$ cat src/inc/scsi_diag_defs.svh
`ifndef SCSI_DIAG_DEFS_SVH
`define SCSI_DIAG_DEFS_SVH

// clock and selection timeout
`define CLK_PERIOD_NS   10
`define SEL_TIMEOUT_US  250
`define SEL_TIMEOUT_CYC ((`SEL_TIMEOUT_US * 1000) / `CLK_PERIOD_NS)
`define TMO_W           25

// descriptor block contents
`define OPC_SEND_DIAG   8'h1D
`define ZERO_BYTE       8'h00
`define SELF_TEST_BITS  5'h04
`define NO_TEST_BITS    5'h00
`define VCB_PAD         6'h00
`define CDB_LEN         3'h6
`define IDX_STEP        3'h1
`define TMO_STEP        25'h0000001

// selection id pattern and identify message
`define ID_BIT          8'h01
`define IDENTIFY_BASE   8'h80
`define LUN_PAD         5'h00

// bus phases as {msg, cd, io}
`define PH_MSG_OUT      3'h6
`define PH_CMD          3'h2
`define PH_STATUS       3'h3
`define PH_MSG_IN       3'h7

`endif

$ cat src/inc/scsi_diag_pkg.sv
package scsi_diag_pkg;
`include "scsi_diag_defs.svh"

   // host commands handled here
   typedef enum logic [1:0] {
      cmd_sel_atn   = 2'b00,
      cmd_sel_plain = 2'b01,
      cmd_send_diag = 2'b10
   } cmd_code_t;

   // answer codes
   typedef enum logic [1:0] {
      err_none               = 2'b00,
      selection_failed_error = 2'b01,
      argument_error         = 2'b10,
      unexpected_phase_error = 2'b11
   } err_code_t;

   // parsed host command line
   typedef struct packed {
      cmd_code_t   code;
      logic        val_present;
      logic        val_ovf;
      logic [7:0]  val;
      logic        len_present;
      logic        len_ovf;
      logic [15:0] len;
      logic        trailing;
   } host_cmd_t;

   // settings made by earlier commands
   typedef struct packed {
      logic [2:0] tid;
      logic [2:0] lun;
      logic [1:0] vcb;
   } cfg_t;

   // answer to the host
   typedef struct packed {
      err_code_t  err;
      logic [7:0] status;
      logic [7:0] msg_in;
   } result_t;

   // scsi bus inputs, true-high
   typedef struct packed {
      logic       bsy;
      logic       req;
      logic       msg;
      logic       cd;
      logic       io;
      logic [7:0] data;
   } bus_in_t;

   // sequencer states
   typedef enum logic [1:0] {
      st_idle     = 2'b00,
      st_select   = 2'b01,
      st_phase    = 2'b10,
      st_ack_wait = 2'b11
   } seq_state_t;

   // whole sequencer state
   typedef struct packed {
      seq_state_t           state;
      cmd_code_t            cmd;
      logic                 busy;
      logic                 done;
      result_t              result;
      logic                 sel;
      logic                 atn;
      logic                 ack;
      logic [7:0]           data_out;
      logic                 data_oe;
      logic [5:0][7:0]      cdb;
      logic [2:0]           idx;
      logic                 got_msgin;
      logic [`TMO_W-1:0]    tmo;
   } ctrl_t;

endpackage

$ cat src/hw/bus_sync.sv
`timescale 1ns/1ps
// two-stage synchroniser, one chain per bit
module bus_sync #(
   parameter int W = 13
) (
   // clock, reset, enable
   input  wire logic         core_clk,
   input  wire logic         rst_n,
   input  wire logic         ce,
   // raw and synchronised levels
   input  wire logic [W-1:0] d,
   output logic      [W-1:0] q
);
   logic [W-1:0] meta_q;   // first stage, read only by second stage

   // one chain per bit; frozen while enable is low
   for (genvar i = 0; i < W; i++) begin : g_bit
      always_ff @(posedge core_clk or negedge rst_n) begin
         if (!rst_n) begin
            meta_q[i] <= 1'b0;
            q[i]      <= 1'b0;
         end else if (ce) begin
            meta_q[i] <= d[i];
            q[i]      <= meta_q[i];
         end
      end
   end
endmodule // bus_sync

$ cat src/hw/scsi_diag_seq.sv
`timescale 1ns/1ps
`include "scsi_diag_defs.svh"
module scsi_diag_seq
   import scsi_diag_pkg::*;
#(
   parameter int unsigned SEL_TMO_CYC = `SEL_TIMEOUT_CYC
) (
   // clock, reset, enable
   input  wire logic      core_clk,
   input  wire logic      rst_n,
   input  wire logic      ce,
   // host command
   input  wire logic      cmd_valid,
   input  wire host_cmd_t cmd,
   input  wire cfg_t      cfg,
   // host answer
   output logic           busy,
   output logic           done,
   output result_t        result,
   // scsi bus
   input  wire bus_in_t   bus_in,
   output logic           sel_out,
   output logic           atn_out,
   output logic           ack_out,
   output logic [7:0]     data_out,
   output logic           data_oe
);
   // last count before the selection attempt is given up
   localparam logic [`TMO_W-1:0] TMO_LAST = `TMO_W'(SEL_TMO_CYC - 1);

   ctrl_t                     q;        // registered state
   ctrl_t                     d;        // next state
   logic [$bits(bus_in_t)-1:0] b_vec;   // synchronised bus bits
   bus_in_t                   b;        // same, as fields
   logic [2:0]                phase;    // {msg, cd, io}
   logic                      accept;   // command taken this cycle
   logic                      arg_bad;  // command line rejected
   logic                      val_zero; // diagnostic value is zero
   logic [7:0]                ident;    // identify message byte

   // bus pins come from another party, so they pass two flops
   bus_sync #(
      .W ($bits(bus_in_t))
   ) u_sync (
      .core_clk (core_clk),
      .rst_n    (rst_n),
      .ce       (ce),
      .d        (bus_in),
      .q        (b_vec)
   );

   assign b        = bus_in_t'(b_vec);
   assign phase    = {b.msg, b.cd, b.io};
   assign accept   = cmd_valid && (q.state == st_idle);
   assign val_zero = (cmd.val == `ZERO_BYTE);
   assign ident    = `IDENTIFY_BASE | {`LUN_PAD, q.cdb[1][7:5]};

   // argument checks on the parsed command line
   always_comb begin
      if (cmd.code == cmd_send_diag) begin
         arg_bad = cmd.trailing || !cmd.val_present
                || cmd.val_ovf || cmd.len_ovf;
         if (val_zero && !cmd.len_present) begin
            arg_bad = 1'b1;
         end
         if (!val_zero && cmd.len_present) begin
            arg_bad = 1'b1;
         end
      end else begin
         // selects take no argument at all; bad codes land here too
         arg_bad = cmd.trailing || (cmd.code != cmd_sel_atn
                && cmd.code != cmd_sel_plain);
      end
   end

   // next-state logic
   always_comb begin
      d      = q;
      d.done = 1'b0;
      unique case (q.state)
         // wait for a command and check it
         st_idle: begin
            if (cmd_valid) begin
               d.cmd       = cmd.code;
               d.result    = '0;
               d.got_msgin = 1'b0;
               if (arg_bad) begin
                  d.done       = 1'b1;
                  d.result.err = argument_error;
               end else begin
                  // descriptor built now so it cannot drift mid-command
                  d.cdb[0] = `OPC_SEND_DIAG;
                  d.cdb[1] = {cfg.lun, val_zero ?
                              `NO_TEST_BITS : `SELF_TEST_BITS};
                  d.cdb[2] = `ZERO_BYTE;
                  d.cdb[3] = val_zero ? cmd.len[15:8] : `ZERO_BYTE;
                  d.cdb[4] = val_zero ? cmd.len[7:0] : `ZERO_BYTE;
                  d.cdb[5] = {cfg.vcb, `VCB_PAD};
                  // high-level command always asks for message-out
                  d.atn      = (cmd.code != cmd_sel_plain);
                  d.sel      = 1'b1;
                  d.data_out = `ID_BIT << cfg.tid;
                  d.data_oe  = 1'b1;
                  d.tmo      = '0;
                  d.idx      = '0;
                  d.busy     = 1'b1;
                  d.state    = st_select;
               end
            end
         end
         // selection: wait for the target to raise busy
         st_select: begin
            if (b.bsy) begin
               d.sel     = 1'b0;
               d.data_oe = 1'b0;
               if (q.cmd == cmd_send_diag) begin
                  d.state = st_phase;
               end else begin
                  // attention stays up for the low-level sequence
                  d.done  = 1'b1;
                  d.busy  = 1'b0;
                  d.state = st_idle;
               end
            end else if (q.tmo == TMO_LAST) begin
               d.sel        = 1'b0;
               d.atn        = 1'b0;
               d.data_oe    = 1'b0;
               d.done       = 1'b1;
               d.busy       = 1'b0;
               d.result.err = selection_failed_error;
               d.state      = st_idle;
            end else begin
               d.tmo = q.tmo + `TMO_STEP;
            end
         end
         // follow the phases the target steps through
         st_phase: begin
            if (!b.bsy) begin
               // bus free is only fine after the closing message
               d.atn   = 1'b0;
               d.done  = 1'b1;
               d.busy  = 1'b0;
               d.state = st_idle;
               if (!q.got_msgin) begin
                  d.result.err = unexpected_phase_error;
               end
            end else if (b.req) begin
               d.ack     = 1'b1;
               d.data_oe = 1'b0;
               d.state   = st_ack_wait;
               case (phase)
                  `PH_MSG_OUT: begin
                     // every byte asked for here is a message byte
                     d.data_out = ident;
                     d.data_oe  = 1'b1;
                     d.atn      = 1'b0;
                  end
                  `PH_CMD: begin
                     // pending message is simply dropped if skipped
                     d.atn = 1'b0;
                     if (q.idx < `CDB_LEN) begin
                        d.data_out = q.cdb[q.idx];
                        d.data_oe  = 1'b1;
                        d.idx      = q.idx + `IDX_STEP;
                     end else begin
                        d.ack        = 1'b0;
                        d.done       = 1'b1;
                        d.busy       = 1'b0;
                        d.result.err = unexpected_phase_error;
                        d.state      = st_idle;
                     end
                  end
                  `PH_STATUS: begin
                     d.result.status = b.data;
                  end
                  `PH_MSG_IN: begin
                     d.result.msg_in = b.data;
                     d.got_msgin     = 1'b1;
                  end
                  default: begin
                     // data phases are not served by this block
                     d.ack        = 1'b0;
                     d.atn        = 1'b0;
                     d.done       = 1'b1;
                     d.busy       = 1'b0;
                     d.result.err = unexpected_phase_error;
                     d.state      = st_idle;
                  end
               endcase
            end
         end
         // hold acknowledge until the target drops request
         st_ack_wait: begin
            if (!b.req) begin
               d.ack     = 1'b0;
               d.data_oe = 1'b0;
               d.state   = st_phase;
            end
         end
      endcase
   end

   // state register; enable low freezes everything
   always_ff @(posedge core_clk or negedge rst_n) begin
      if (!rst_n) begin
         q <= '0;
      end else if (ce) begin
         q <= d;
      end
   end

   // outputs straight from the state register
   assign busy     = q.busy;
   assign done     = q.done;
   assign result   = q.result;
   assign sel_out  = q.sel;
   assign atn_out  = q.atn;
   assign ack_out  = q.ack;
   assign data_out = q.data_out;
   assign data_oe  = q.data_oe;
endmodule // scsi_diag_seq

$ cat config.mk
export PLATFORM = sky130hd
export DESIGN_NAME = scsi_diag_seq
export DESIGN_NICKNAME = d
export VERILOG_FILES = /design/src/inc/scsi_diag_pkg.sv /design/src/hw/bus_sync.sv /design/src/hw/scsi_diag_seq.sv
export VERILOG_INCLUDE_DIRS = /design/src /design/src/inc
export SDC_FILE = /design/constraint.sdc
export NUM_CORES = 1
export LEC_CHECK = 0
export BUFFER_PORTS_ARGS = -buffer_cell sky130_fd_sc_hd__buf_2
export CORE_UTILIZATION = 36
export CTS_BUF_LIST = sky130_fd_sc_hd__clkbuf_4
export CTS_CLUSTER_SIZE = 20
export DETAILED_ROUTE_END_ITERATION = 8
export PLACE_DENSITY = 0.52
export SLEW_MARGIN = 15
export SYNTH_ARGS = -nofsm -noshare
export SYNTH_HDL_FRONTEND = slang
export SYNTH_SLANG_ARGS = --single-unit
$ cat constraint.sdc
create_clock -name core_clk -period 6.3 [get_ports core_clk]
set_input_delay 0 -clock core_clk [delete_from_list [all_inputs] [get_ports core_clk]]
set_output_delay 0 -clock core_clk [all_outputs]
set_load 0.02 [all_outputs]
**Yosys cells after proc, flatten, opt, wreduce, memory -nomap -nowiden**

Cells that the tools add are included.

- Input port bits: 56
- Register bits after elaboration: 118
- Word-level logic and storage cells: 183
- Output and inout bits: 32

- Order comparisons: 2
- Reductions and logical operators: 33
- Add/sub/neg operators: 2
- Muxes and demuxes: 66
- Bitwise gates (word level): 1
- Shifts and indexed selects: 1
- Eq/ne operators: 32

Operators by type and width:

| cell | count |
|---|---|
| 86-bit two-way mux | 1 |
| 25-bit two-way mux | 3 |
| 60-bit two-way mux | 1 |
| 25-bit one-hot mux with 2 select lines | 1 |
| 8-bit two-way mux | 5 |
| 16-bit one-hot mux with 2 select lines | 1 |
| 2-bit two-way mux | 13 |
| 26-bit two-way mux | 1 |
| 25-bit by 1-bit adder with 25-bit output (second input constant) | 1 |
| 25-bit by 15-bit == test with 1-bit output (second input constant) | 1 |
| 8-bit binary-select mux with 3-bit select | 1 |
| 6-bit AND reduction | 4 |
| 8-bit AND reduction | 3 |
| 20-bit two-way mux | 1 |
| 4-bit two-way mux | 5 |
| 9-bit one-hot mux with 2 select lines | 1 |
| 9-bit AND reduction | 2 |
| 16-bit two-way mux | 1 |
| 4-bit one-hot mux with 2 select lines | 2 |
| 8-bit one-hot mux with 2 select lines | 1 |
| 3-bit inequality test (second input constant) | 5 |
| 2-bit inequality test (second input constant) | 7 |
| 1-bit two-way mux | 13 |
| 3-bit two-way mux | 4 |
| 35 further kinds | 59 |

**Logic depth before layout (Yosys ltp)**

Gate-level depths: netlist (run 1).

- Word-level depth: 10
- Depth in mapped cells: 11
- Depth with buffers taken out: 8

**Hierarchy**

A second synthesis (run 1) with hierarchy kept.

- Cells, all modules: 568
- Area, all modules: 6047.0 um^2

Modules (own cells, without submodules):

| module | cells an instance | area an instance (um^2) | sequential area each (um^2) | times used |
|---|---|---|---|---|
| scsi_diag_seq | 513 | 4977.3 | 2202.1 | 1 |
| bus_sync | 55 | 1069.8 | 650.6 | 1 |

**Worst setup path before layout (run 1)**

OpenSTA, ideal clock, no wires.

- Kind: register to register
- Start: register q[112] (netlist bit)
- End: register q[14] (netlist bit)
- Data arrival time: 2002 ps
- Cell stages (with the launch flop): 10
- Data required time: 6169 ps
- Path buffers: 2
- Setup time: 131 ps
- Period minus slack after synthesis: 2133 ps
- Setup slack: 4167 ps
- Cells stage by stage: dfrtp_1 > inv_1 > ha_1 > clkbuf_1 > inv_1 > o41ai_1 > buf_2 > nor4_1 > xnor2_1 > nor2_1

- Word-level cells in the longest chain between the ends: 3
- Elaborated cells on any way between the ends: 9
- Those cells by class: eq/ne (5); mux (1); reduce/logical (3)

RTL lines:

| item | line | RTL |
|---|---|---|
| from (decl) | scsi_diag_seq.sv:31 | `ctrl_t q;` |
| from (signal assigned) | scsi_diag_seq.sv:206 | `q <= '0;` |
| from (signal assigned) | scsi_diag_seq.sv:208 | `q <= d;` |
| 2-bit by 1-bit == test with 1-bit output / 2-bit zero test (equally long branches) | scsi_diag_seq.sv:80 | `unique case (q.state)` |
| 2-bit inequality test (no line) / 2-bit nonzero test (equally long branches) | - |  |
| 6-bit AND reduction (no line) | - |  |

Parallel ways exist; a longest one is shown, timed or not.
A chain may end at the register's enable or synchronous reset.

**Worst setup path in the final report (run 1)**

- Start: register q[111] (netlist bit)
- End: register q (netlist bit data_out[5])

- Word-level cells in the longest chain between the ends: 3
- Elaborated cells on any way between the ends: 11
- Those cells by class: eq/ne (7); mux (1); reduce/logical (3)

RTL lines:

| item | line |
|---|---|
| 2-bit == test / 2-bit zero test (equally long branches) | scsi_diag_seq.sv:80 |
| 3-bit by 1-bit inequality test with 1-bit output (no line) (tied with other cells) | - |
| 8-bit AND reduction (no line) | - |

Parallel ways exist; a longest one is shown, timed or not.

==> out/qor.json, run 1 <==
{
  "critical_path.startpoint_type": {"value": "flip-flop"},
  "drt-vias-per-instance": {"value": 5.179},
  "tritoncts_clock_tree": {"value": "built"},
  "finalCritPeriodShare": {"value": 50.48, "unit": "%"},
  "route.detailed.wl_per_inst": {"value": 15.55, "unit": "µm"},
  "ys_flop_type": {"value": "sky130_fd_sc_hd__dfrtp_1"},
  "relative_contribution_of_sequential_cells_to_total_power": {"value": 45.7, "unit": "%"},
  "number_of_buffers_on_the_longest_clock_path": {"value": 2},
  "die_width": {"value": 130.0, "unit": "µm"},
  "number_of_global_route_vias_before_repair": {"value": 4747},
  "critical_path.max_fanout": {"value": 26},
  "grt_start_max_net_pins": {"value": 70},
  "cts_resized": {"value": 0},
  "detailedPlacementHpwl": {"value": 9959, "unit": "µm"},
  "clock-sinks": {"value": 114},
  "biggest_area_contributors_in_the_synthesized_netlist": {"value": "sky130_fd_sc_hd__dfrtp_1, sky130_fd_sc_hd__mux2_2, sky130_fd_sc_hd__nand2_1"},
  "required": {"value": 6.69, "unit": "ns"},
  "pre_cts_slack": {"value": 3.202, "unit": "ns"},
  "fin_setup_tns": {"value": 0, "unit": "ns"},
  "vdd.ir_drop.worst": {"value": 0.1332, "unit": "mV"},
  "pin_count": {"value": 88},
  "final_period_minus_worst_setup_slack": {"value": 3.180, "unit": "ns"},
  "hold_viol": {"value": 0},
  "num-nets-final": {"value": 748},
  "netlist.area_leader.share": {"value": 48.38, "unit": "%"},
  "core_area": {"value": 15940, "unit": "µm²"},
  "status": {"value": "finished, final reports clean"},
  "firstDrtPassIters": {"value": 7},
  "synth.most_common_cell": {"value": "sky130_fd_sc_hd__dfrtp_1"},
  "synth_seq_area_share": {"value": 48.38, "unit": "%"},
  "grt_usage": {"value": 18.15, "unit": "%"},
  "num_rows": {"value": 46},
  "timing.setup.critical_path_class": {"value": "reg -> reg"},
  "clock_buffers_created_by_tritoncts": {"value": 17},
  "areaGrowthSynthToFinish": {"value": 19.24, "unit": "%"},
  "ctsHtreeMaxLevel": {"value": 4},
  "finalWeightedCongestion": {"value": 0.8357},
  "drtAntennaViolNets": {"value": 0},
  "synth_commonest_cells": {"value": "sky130_fd_sc_hd__dfrtp_1, sky130_fd_sc_hd__nand2_1, sky130_fd_sc_hd__mux2_2"},
  "power.switching_fraction": {"value": 36.23, "unit": "%"},
  "postSynthRegisterBits": {"value": 114},
  "combPwrFrac": {"value": 29.0, "unit": "%"},
  "pwr_density_cell": {"value": 317.6, "unit": "nW/µm²"},
  "post-synth-top-area-cell": {"value": "sky130_fd_sc_hd__dfrtp_1"},
  "die_area": {"value": 16900, "unit": "µm²"},
  "finalSetupViolations": {"value": 0},
  "max_cap_violations": {"value": 0},
  "async_flop_share": {"value": 100.0, "unit": "%"},
  "slew_headroom": {"value": 28.48, "unit": "%"},
  "synth.cell_area": {"value": 5897, "unit": "µm²"},
  "skew": {"value": 0.02279, "unit": "ns"},
  "fmaxAchievable": {"value": 314.5, "unit": "MHz"},
  "number_of_enable_flip_flop_cells_after_synthesis": {"value": 0},
  "cp.arrival": {"value": 3.57, "unit": "ns"},
  "ys.warnings.count": {"value": 0},
  "drt_iter0_markers": {"value": 247},
  "finalWorstSetupSlack": {"value": 3.120, "unit": "ns"},
  "power_frac_clock": {"value": 25.3, "unit": "%"},
  "numPortBuffers": {"value": 87},
  "worst_hold_slack": {"value": 0.03242, "unit": "ns"},
  "start_util": {"value": 36.99, "unit": "%"},
  "leakage": {"value": 3.039, "unit": "nW"},
  "clkTransAtPathRegs": {"value": 0.11, "unit": "ns"},
  "p_int": {"value": 0.001424, "unit": "W"},
  "routed_wl": {"value": 14250, "unit": "µm"},
  "via_count": {"value": 4744},
  "clk-insertion-delay-late": {"value": 0.52, "unit": "ns"},
  "number_of_antenna_violations_at_the_first_check_in_global_routing": {"value": 1},
  "drv_slew": {"value": 0},
  "max_slew.worst_pin.slew": {"value": 1.073, "unit": "ns"},
  "synth_area_per_cell": {"value": 9.911, "unit": "µm²"},
  "total_switching_power": {"value": 0.0008089, "unit": "W"},
  "syn_nets": {"value": 657},
  "drc": {"value": 0},
  "cts.root.buffer_cell": {"value": "sky130_fd_sc_hd__clkbuf_4"},
  "hold_path_class": {"value": "in -> async"},
  "postSynthCellCount": {"value": 595},
  "crit_path_end_kind": {"value": "flip-flop"},
  "global_route_wire_length_before_repair": {"value": 23690, "unit": "µm"},
  "die_h": {"value": 130.0, "unit": "µm"},
  "unrepaired_setup_endpoints_after_global_routing": {"value": "false"},
  "layout-drive-gt1-share": {"value": 24.03, "unit": "%"},
  "gr-total-overflow": {"value": 0},
  "synth_cell_types": {"value": 60}
}
## power groups by stage
stage	registers, W	logic (W)	clock network [W]
6_report	0.00102	0.000648	0.000565
5_1_grt	0.00104	0.000720	0.000621
3_5_place_dp	0.00103	0.000622	0
2_1_floorplan	0.000994	0.000494	0
4_1_cts	0.00102	0.000653	0.000588
3_3_place_gp	0.00103	0.000609	0
## layout by cell type, fill, tap and decap left out, types with 4 or more instances in the layout
| cell | netlist | routed |
|---|---|---|
| sky130_fd_sc_hd__and3_1 | 7 | 7 |
| sky130_fd_sc_hd__nand4_1 | 8 | 8 |
| sky130_fd_sc_hd__nand2b_1 | 8 | 8 |
| sky130_fd_sc_hd__dlygate4sd3_1 | 0 | 45 |
| sky130_fd_sc_hd__o41ai_1 | 6 | 5 |
| sky130_fd_sc_hd__nor3_1 | 7 | 7 |
| sky130_fd_sc_hd__ha_1 | 6 | 6 |
| sky130_fd_sc_hd__a22oi_1 | 6 | 6 |
| sky130_fd_sc_hd__clkbuf_4 | 0 | 18 |
| sky130_fd_sc_hd__nor3b_1 | 5 | 5 |
| sky130_fd_sc_hd__o211ai_1 | 4 | 4 |
| sky130_fd_sc_hd__nor4_2 | 4 | 4 |
| sky130_fd_sc_hd__dfrtp_1 | 114 | 114 |
| sky130_fd_sc_hd__nand3_1 | 24 | 24 |
| sky130_fd_sc_hd__a21oi_1 | 24 | 24 |
| sky130_fd_sc_hd__o21ai_0 | 32 | 32 |
| sky130_fd_sc_hd__a22o_1 | 17 | 17 |
| sky130_fd_sc_hd__xnor2_1 | 8 | 8 |
| sky130_fd_sc_hd__buf_2 | 8 | 86 |
| sky130_fd_sc_hd__nor2_1 | 36 | 36 |
| sky130_fd_sc_hd__a211oi_1 | 4 | 4 |
| sky130_fd_sc_hd__nand2_1 | 64 | 64 |
| sky130_fd_sc_hd__o31ai_1 | 11 | 11 |
| sky130_fd_sc_hd__inv_1 | 14 | 14 |
| sky130_fd_sc_hd__nor2b_1 | 8 | 8 |
| sky130_fd_sc_hd__nor4_1 | 13 | 13 |
| sky130_fd_sc_hd__or3_1 | 4 | 4 |
| sky130_fd_sc_hd__mux2_2 | 39 | 39 |
| sky130_fd_sc_hd__and2_1 | 4 | 4 |
| sky130_fd_sc_hd__a31oi_1 | 12 | 12 |
| sky130_fd_sc_hd__a21boi_0 | 4 | 4 |
## area by class of cell
type / count / area [µm²]
clock buffers: 18 / 135.1
multi-input cells: 405 / 2651
clock inverters: 14 / 163.9
well taps: 216 / 270.3
flip-flops and latches: 114 / 2853
inverters: 14 / 52.55
repair buffers: 134 / 903.4
diodes: 1 / 2.502
fillers: 1573 / 8911
## per-stage QoR
stage	total power, W	instance area [µm²]	utilization (%)	instances
global placement	0.001639	6280	39.39	838
finish	0.002233	7032	44.11	916
CTS	0.002261	7029	44.09	915
detailed placement	0.001656	6280	39.39	838
floorplan	0.001488	5897	-	595
global route	0.002384	7032	44.11	916
## cell families (layout without fill, tap and decap cells)
logic type | count (synthesis) | after routing | synth area share [%]
simple gates | 206 | 206 | 17.95
compound gates | 143 | 143 | 16.47
flops | 114 | 114 | 48.38
buf+inv | 76 | 180 | 6.790
mux | 42 | 42 | 7.957
xor+xnor | 8 | 8 | 1.188
fa+ha+maj | 6 | 6 | 1.273
other cells | 0 | 1 | 0
## worst max-delay path, stage by stage, from the launching register on
cell	delay, ns
sky130_fd_sc_hd__dfrtp_1	0.43
sky130_fd_sc_hd__inv_1	0.10
sky130_fd_sc_hd__ha_1	0.75
sky130_fd_sc_hd__and3_1	0.28
sky130_fd_sc_hd__o211ai_1	0.24
sky130_fd_sc_hd__a221oi_2	0.88
sky130_fd_sc_hd__o31ai_1	0.18
sky130_fd_sc_hd__o22a_1	0.20
## registers in the layout, indices dropped and copies added (netlist names)
name	flops
data_oe	1
u_sync.meta_q	13
busy	1
u_sync.q	13
ident	3
atn_out	1
ack_out	1
done	1
sel_out	1
q	53
data_out	8
result	18
## worst paths after layout
check                           start            to  slack, ns  cells after the start
max                            q[111]   data_out[5]       3.12                      7
min                             rst_n         q[17]       0.03                      2
max reg2reg                    q[111]   data_out[5]       3.12                      7
min reg2reg                result[12]    result[12]       0.48                      2
max in group asynchronous       rst_n  u_sync.q[11]       4.99                      3
min in group core_clk         cmd[19]         q[39]       0.07                      5
## repair_timing
action / in CTS / in global routing
hold buffers: 45 / 0
hold endpoints to repair: 93 / 0
buffers inserted: 0 / 0
## routing by layer
metal | routed length [µm] | GRT usage, %
met1 | 6533 | 22.93
met2 | 7165 | 30.70
met3 | 399 | 4.633
met4 | 148 | 5.130
met5 | 0 | 0
(Power assumes the default switching activity.)
==> run 2, diff against run 1 <==
--- a/config.mk
+++ b/config.mk
@@ -11,7 +11,7 @@
 export CTS_BUF_LIST = sky130_fd_sc_hd__clkbuf_4
 export CTS_CLUSTER_SIZE = 20
 export DETAILED_ROUTE_END_ITERATION = 8
-export PLACE_DENSITY = 0.52
+export PLACE_DENSITY = 0.54
 export SLEW_MARGIN = 15
 export SYNTH_ARGS = -nofsm -noshare
 export SYNTH_HDL_FRONTEND = slang
==> constraint.sdc (replaced) <==
create_clock -name core_clk -period 2.6 [get_ports core_clk]
set_input_delay 0 -clock core_clk [delete_from_list [all_inputs] [get_ports core_clk]]
set_output_delay 0 -clock core_clk [all_outputs]
set_load 0.02 [all_outputs]
==> out/qor.json, run 2 (same netlist as run 1, synthesis figures left out) <==
{
  "drt_iter0_markers": {"value": 311, "change": "+26%"},
  "drc": {"value": 0, "change": "unchanged"},
  "layout-drive-gt1-share": {"value": 26.53, "unit": "%", "change": "+2.5 points"},
  "fin_cells": {"value": 936, "change": "+2.2%"},
  "largest-register": {"value": "q"},
  "drv_slew": {"value": 0, "change": "unchanged"},
  "vdd.ir_drop.worst": {"value": 0.4319, "unit": "mV", "change": "+220%"},
  "ctsHtreeMaxLevel": {"value": 4, "change": "unchanged"},
  "die_h": {"value": 130.0, "unit": "µm", "change": "unchanged"},
  "slew_headroom": {"value": 58.93, "unit": "%", "change": "+30 points"},
  "mostFrequentLayoutCells": {"value": "sky130_fd_sc_hd__dfrtp_1, sky130_fd_sc_hd__buf_2, sky130_fd_sc_hd__nand2_1"},
  "drtAntennaViolNets": {"value": 0, "change": "unchanged"},
  "max_slew.worst_pin.slew": {"value": 0.6160, "unit": "ns", "change": "-0.4568 ns"},
  "finalWeightedCongestion": {"value": 0.8674, "change": "+3.8%"},
  "route.detailed.wl_per_inst": {"value": 15.45, "unit": "µm", "change": "-0.68%"},
  "largest_register_ff_count": {"value": 53, "change": "unchanged"},
  "critical_path.max_fanout": {"value": 9, "change": "-65%"},
  "num_rows": {"value": 46, "change": "unchanged"},
  "firstDrtPassIters": {"value": 6, "change": "-1"},
  "max_cap_violations": {"value": 0, "change": "unchanged"},
  "clkTransAtPathRegs": {"value": 0.11, "unit": "ns", "change": "about the same"},
  "pre_cts_slack": {"value": 0.1023, "unit": "ns", "change": "-3.099 ns"},
  "routed_wl": {"value": 14460, "unit": "µm", "change": "+1.5%"},
  "cp.arrival": {"value": 2.84, "unit": "ns", "change": "-0.73 ns"},
  "finalSetupViolations": {"value": 0, "change": "unchanged"},
  "fin_setup_tns": {"value": 0, "unit": "ns", "change": "unchanged"},
  "hold_path_class": {"value": "in -> async"},
  "die_area": {"value": 16900, "unit": "µm²", "change": "unchanged"},
  "tritoncts_clock_tree": {"value": "built"},
  "clock-sinks": {"value": 114, "change": "unchanged"},
  "numPortBuffers": {"value": 87, "change": "unchanged"},
  "status": {"value": "finished, final reports clean"},
  "cts_setup_buffers": {"value": 0, "change": "unchanged"},
  "detailedPlacementHpwl": {"value": 10250, "unit": "µm", "change": "+2.9%"},
  "clock_buffers_created_by_tritoncts": {"value": 17, "change": "unchanged"},
  "number_of_antenna_violations_at_the_first_check_in_global_routing": {"value": 0, "change": "-1"},
  "critical_path.startpoint_type": {"value": "flip-flop"},
  "pwr_density_cell": {"value": 762.5, "unit": "nW/µm²", "change": "+140%"},
  "start_util": {"value": 36.99, "unit": "%", "change": "unchanged"},
  "timing.setup.critical_path_class": {"value": "reg -> reg"},
  "number_of_global_route_vias_before_repair": {"value": 4799, "change": "+1.1%"},
  "areaGrowthSynthToFinish": {"value": 22.19, "unit": "%"},
  "gr-total-overflow": {"value": 0, "change": "unchanged"},
  "skew": {"value": 0.01874, "unit": "ns", "change": "-0.004042 ns"},
  "drt-vias-per-instance": {"value": 5.147, "change": "-0.61%"},
  "finalWorstSetupSlack": {"value": 0.1656, "unit": "ns", "change": "-2.954 ns"},
  "global_route_wire_length_before_repair": {"value": 23990, "unit": "µm", "change": "+1.3%"},
  "most_frequent_standard_cell_in_the_layout_excluding_fill_and_tap_cells": {"value": "sky130_fd_sc_hd__dfrtp_1"},
  "grt_start_max_net_pins": {"value": 71, "change": "+1.4%"},
  "via_count": {"value": 4818, "change": "+1.6%"},
  "number_of_buffers_on_the_longest_clock_path": {"value": 2, "change": "unchanged"},
  "clk-insertion-delay-late": {"value": 0.53, "unit": "ns", "change": "about the same"},
  "crit_path_end_kind": {"value": "flip-flop"},
  "core_area": {"value": 15940, "unit": "µm²", "change": "unchanged"},
  "diodes": {"value": 0, "change": "-1"},
  "final_period_minus_worst_setup_slack": {"value": 2.434, "unit": "ns", "change": "-0.7458 ns"},
  "required": {"value": 3.01, "unit": "ns", "change": "-3.68 ns"},
  "number_of_cells_after_detailed_placement": {"value": 859, "change": "+2.5%"},
  "pin_count": {"value": 88, "change": "unchanged"},
  "hold_viol": {"value": 0, "change": "unchanged"},
  "fmaxAchievable": {"value": 410.8, "unit": "MHz", "change": "+31%"},
  "grt_usage": {"value": 18.45, "unit": "%", "change": "+0.30 points"},
  "num-nets-final": {"value": 770, "change": "+2.9%"},
  "finalCritPeriodShare": {"value": 93.63, "unit": "%", "change": "+43 points"},
  "die_width": {"value": 130.0, "unit": "µm", "change": "unchanged"},
  "leakage": {"value": 3.154, "unit": "nW", "change": "+3.8%"},
  "cts.root.buffer_cell": {"value": "sky130_fd_sc_hd__clkbuf_4"},
  "unrepaired_setup_endpoints_after_global_routing": {"value": "false"}
}
-- run 2: critical path, stage by stage (launching register included) --
cell	delay, ns
sky130_fd_sc_hd__dfrtp_1	0.51
sky130_fd_sc_hd__nor4bb_1	0.44
sky130_fd_sc_hd__nand4_1	0.27
sky130_fd_sc_hd__nor3_2	0.37
sky130_fd_sc_hd__o211ai_1	0.23
sky130_fd_sc_hd__a21oi_1	0.17
sky130_fd_sc_hd__mux2_2	0.34
-- run 2: area by class of cell --
cell class,count,area (µm²)
clock buffers,17,127.6
flip-flops and latches,114,2853
multi-input cells,405,2656
fillers,1555,8737
clock inverters,14,162.7
inverters,14,52.55
repair buffers,156,1084
well taps,216,270.3
-- run 2: repair_timing --
item / in CTS / in global routing
endpoints found under the setup margin: 0 / 4
hold endpoints to repair: 125 / 0
hold buffers: 46 / 0
gates resized for setup: 0 / 1
-- run 2: through the flow --
step | util (%) | power, W | cell area, µm² | hold slack (ns)
CTS | 45.17 | 0.005561 | 7201 | 0.006553
global placement | 40.46 | 0.004067 | 6450 | 0.04915
floorplan | - | 0.003606 | 5897 | -0.2956
finish | 45.20 | 0.005494 | 7206 | 0.01852
global route | 45.20 | 0.005876 | 7206 | 0.04366
detailed placement | 40.46 | 0.004103 | 6450 | 0.05840
-- run 2: worst paths after layout --
| kind | startpoint | end | slack [ns] | cells after the start |
|---|---|---|---|---|
| min in group core_clk | cmd[19] | q[39] | 0.09 | 6 |
| min reg2reg | result[10] | result[10] | 0.48 | 2 |
| min | rst_n | q[23] | 0.02 | 2 |
| max | q[7] | data_oe | 0.17 | 6 |
| max reg2reg | q[7] | data_oe | 0.17 | 6 |
| max in group asynchronous | rst_n | u_sync.meta_q[0] | 1.78 | 3 |
-- run 2: power breakdown --
group	total (W)	internal, W	leakage, nW	switching [W]
Sequential	0.00245	0.00213	1.45	0.000317
Combinational	0.00168	0.000721	1.55	0.000961
Clock	0.00137	0.000657	0.151	0.000709
-- run 2: per-layer routing --
metal / routed length [µm] / up-vias / track usage [%]
met1: 6438 / 2325 / 23.22
met2: 7158 / 111 / 30.26
met4: 277 / 0 / 6.703
met5: 0 / - / 0
met3: 585 / 25 / 5.166
li1: - / 2357 / -
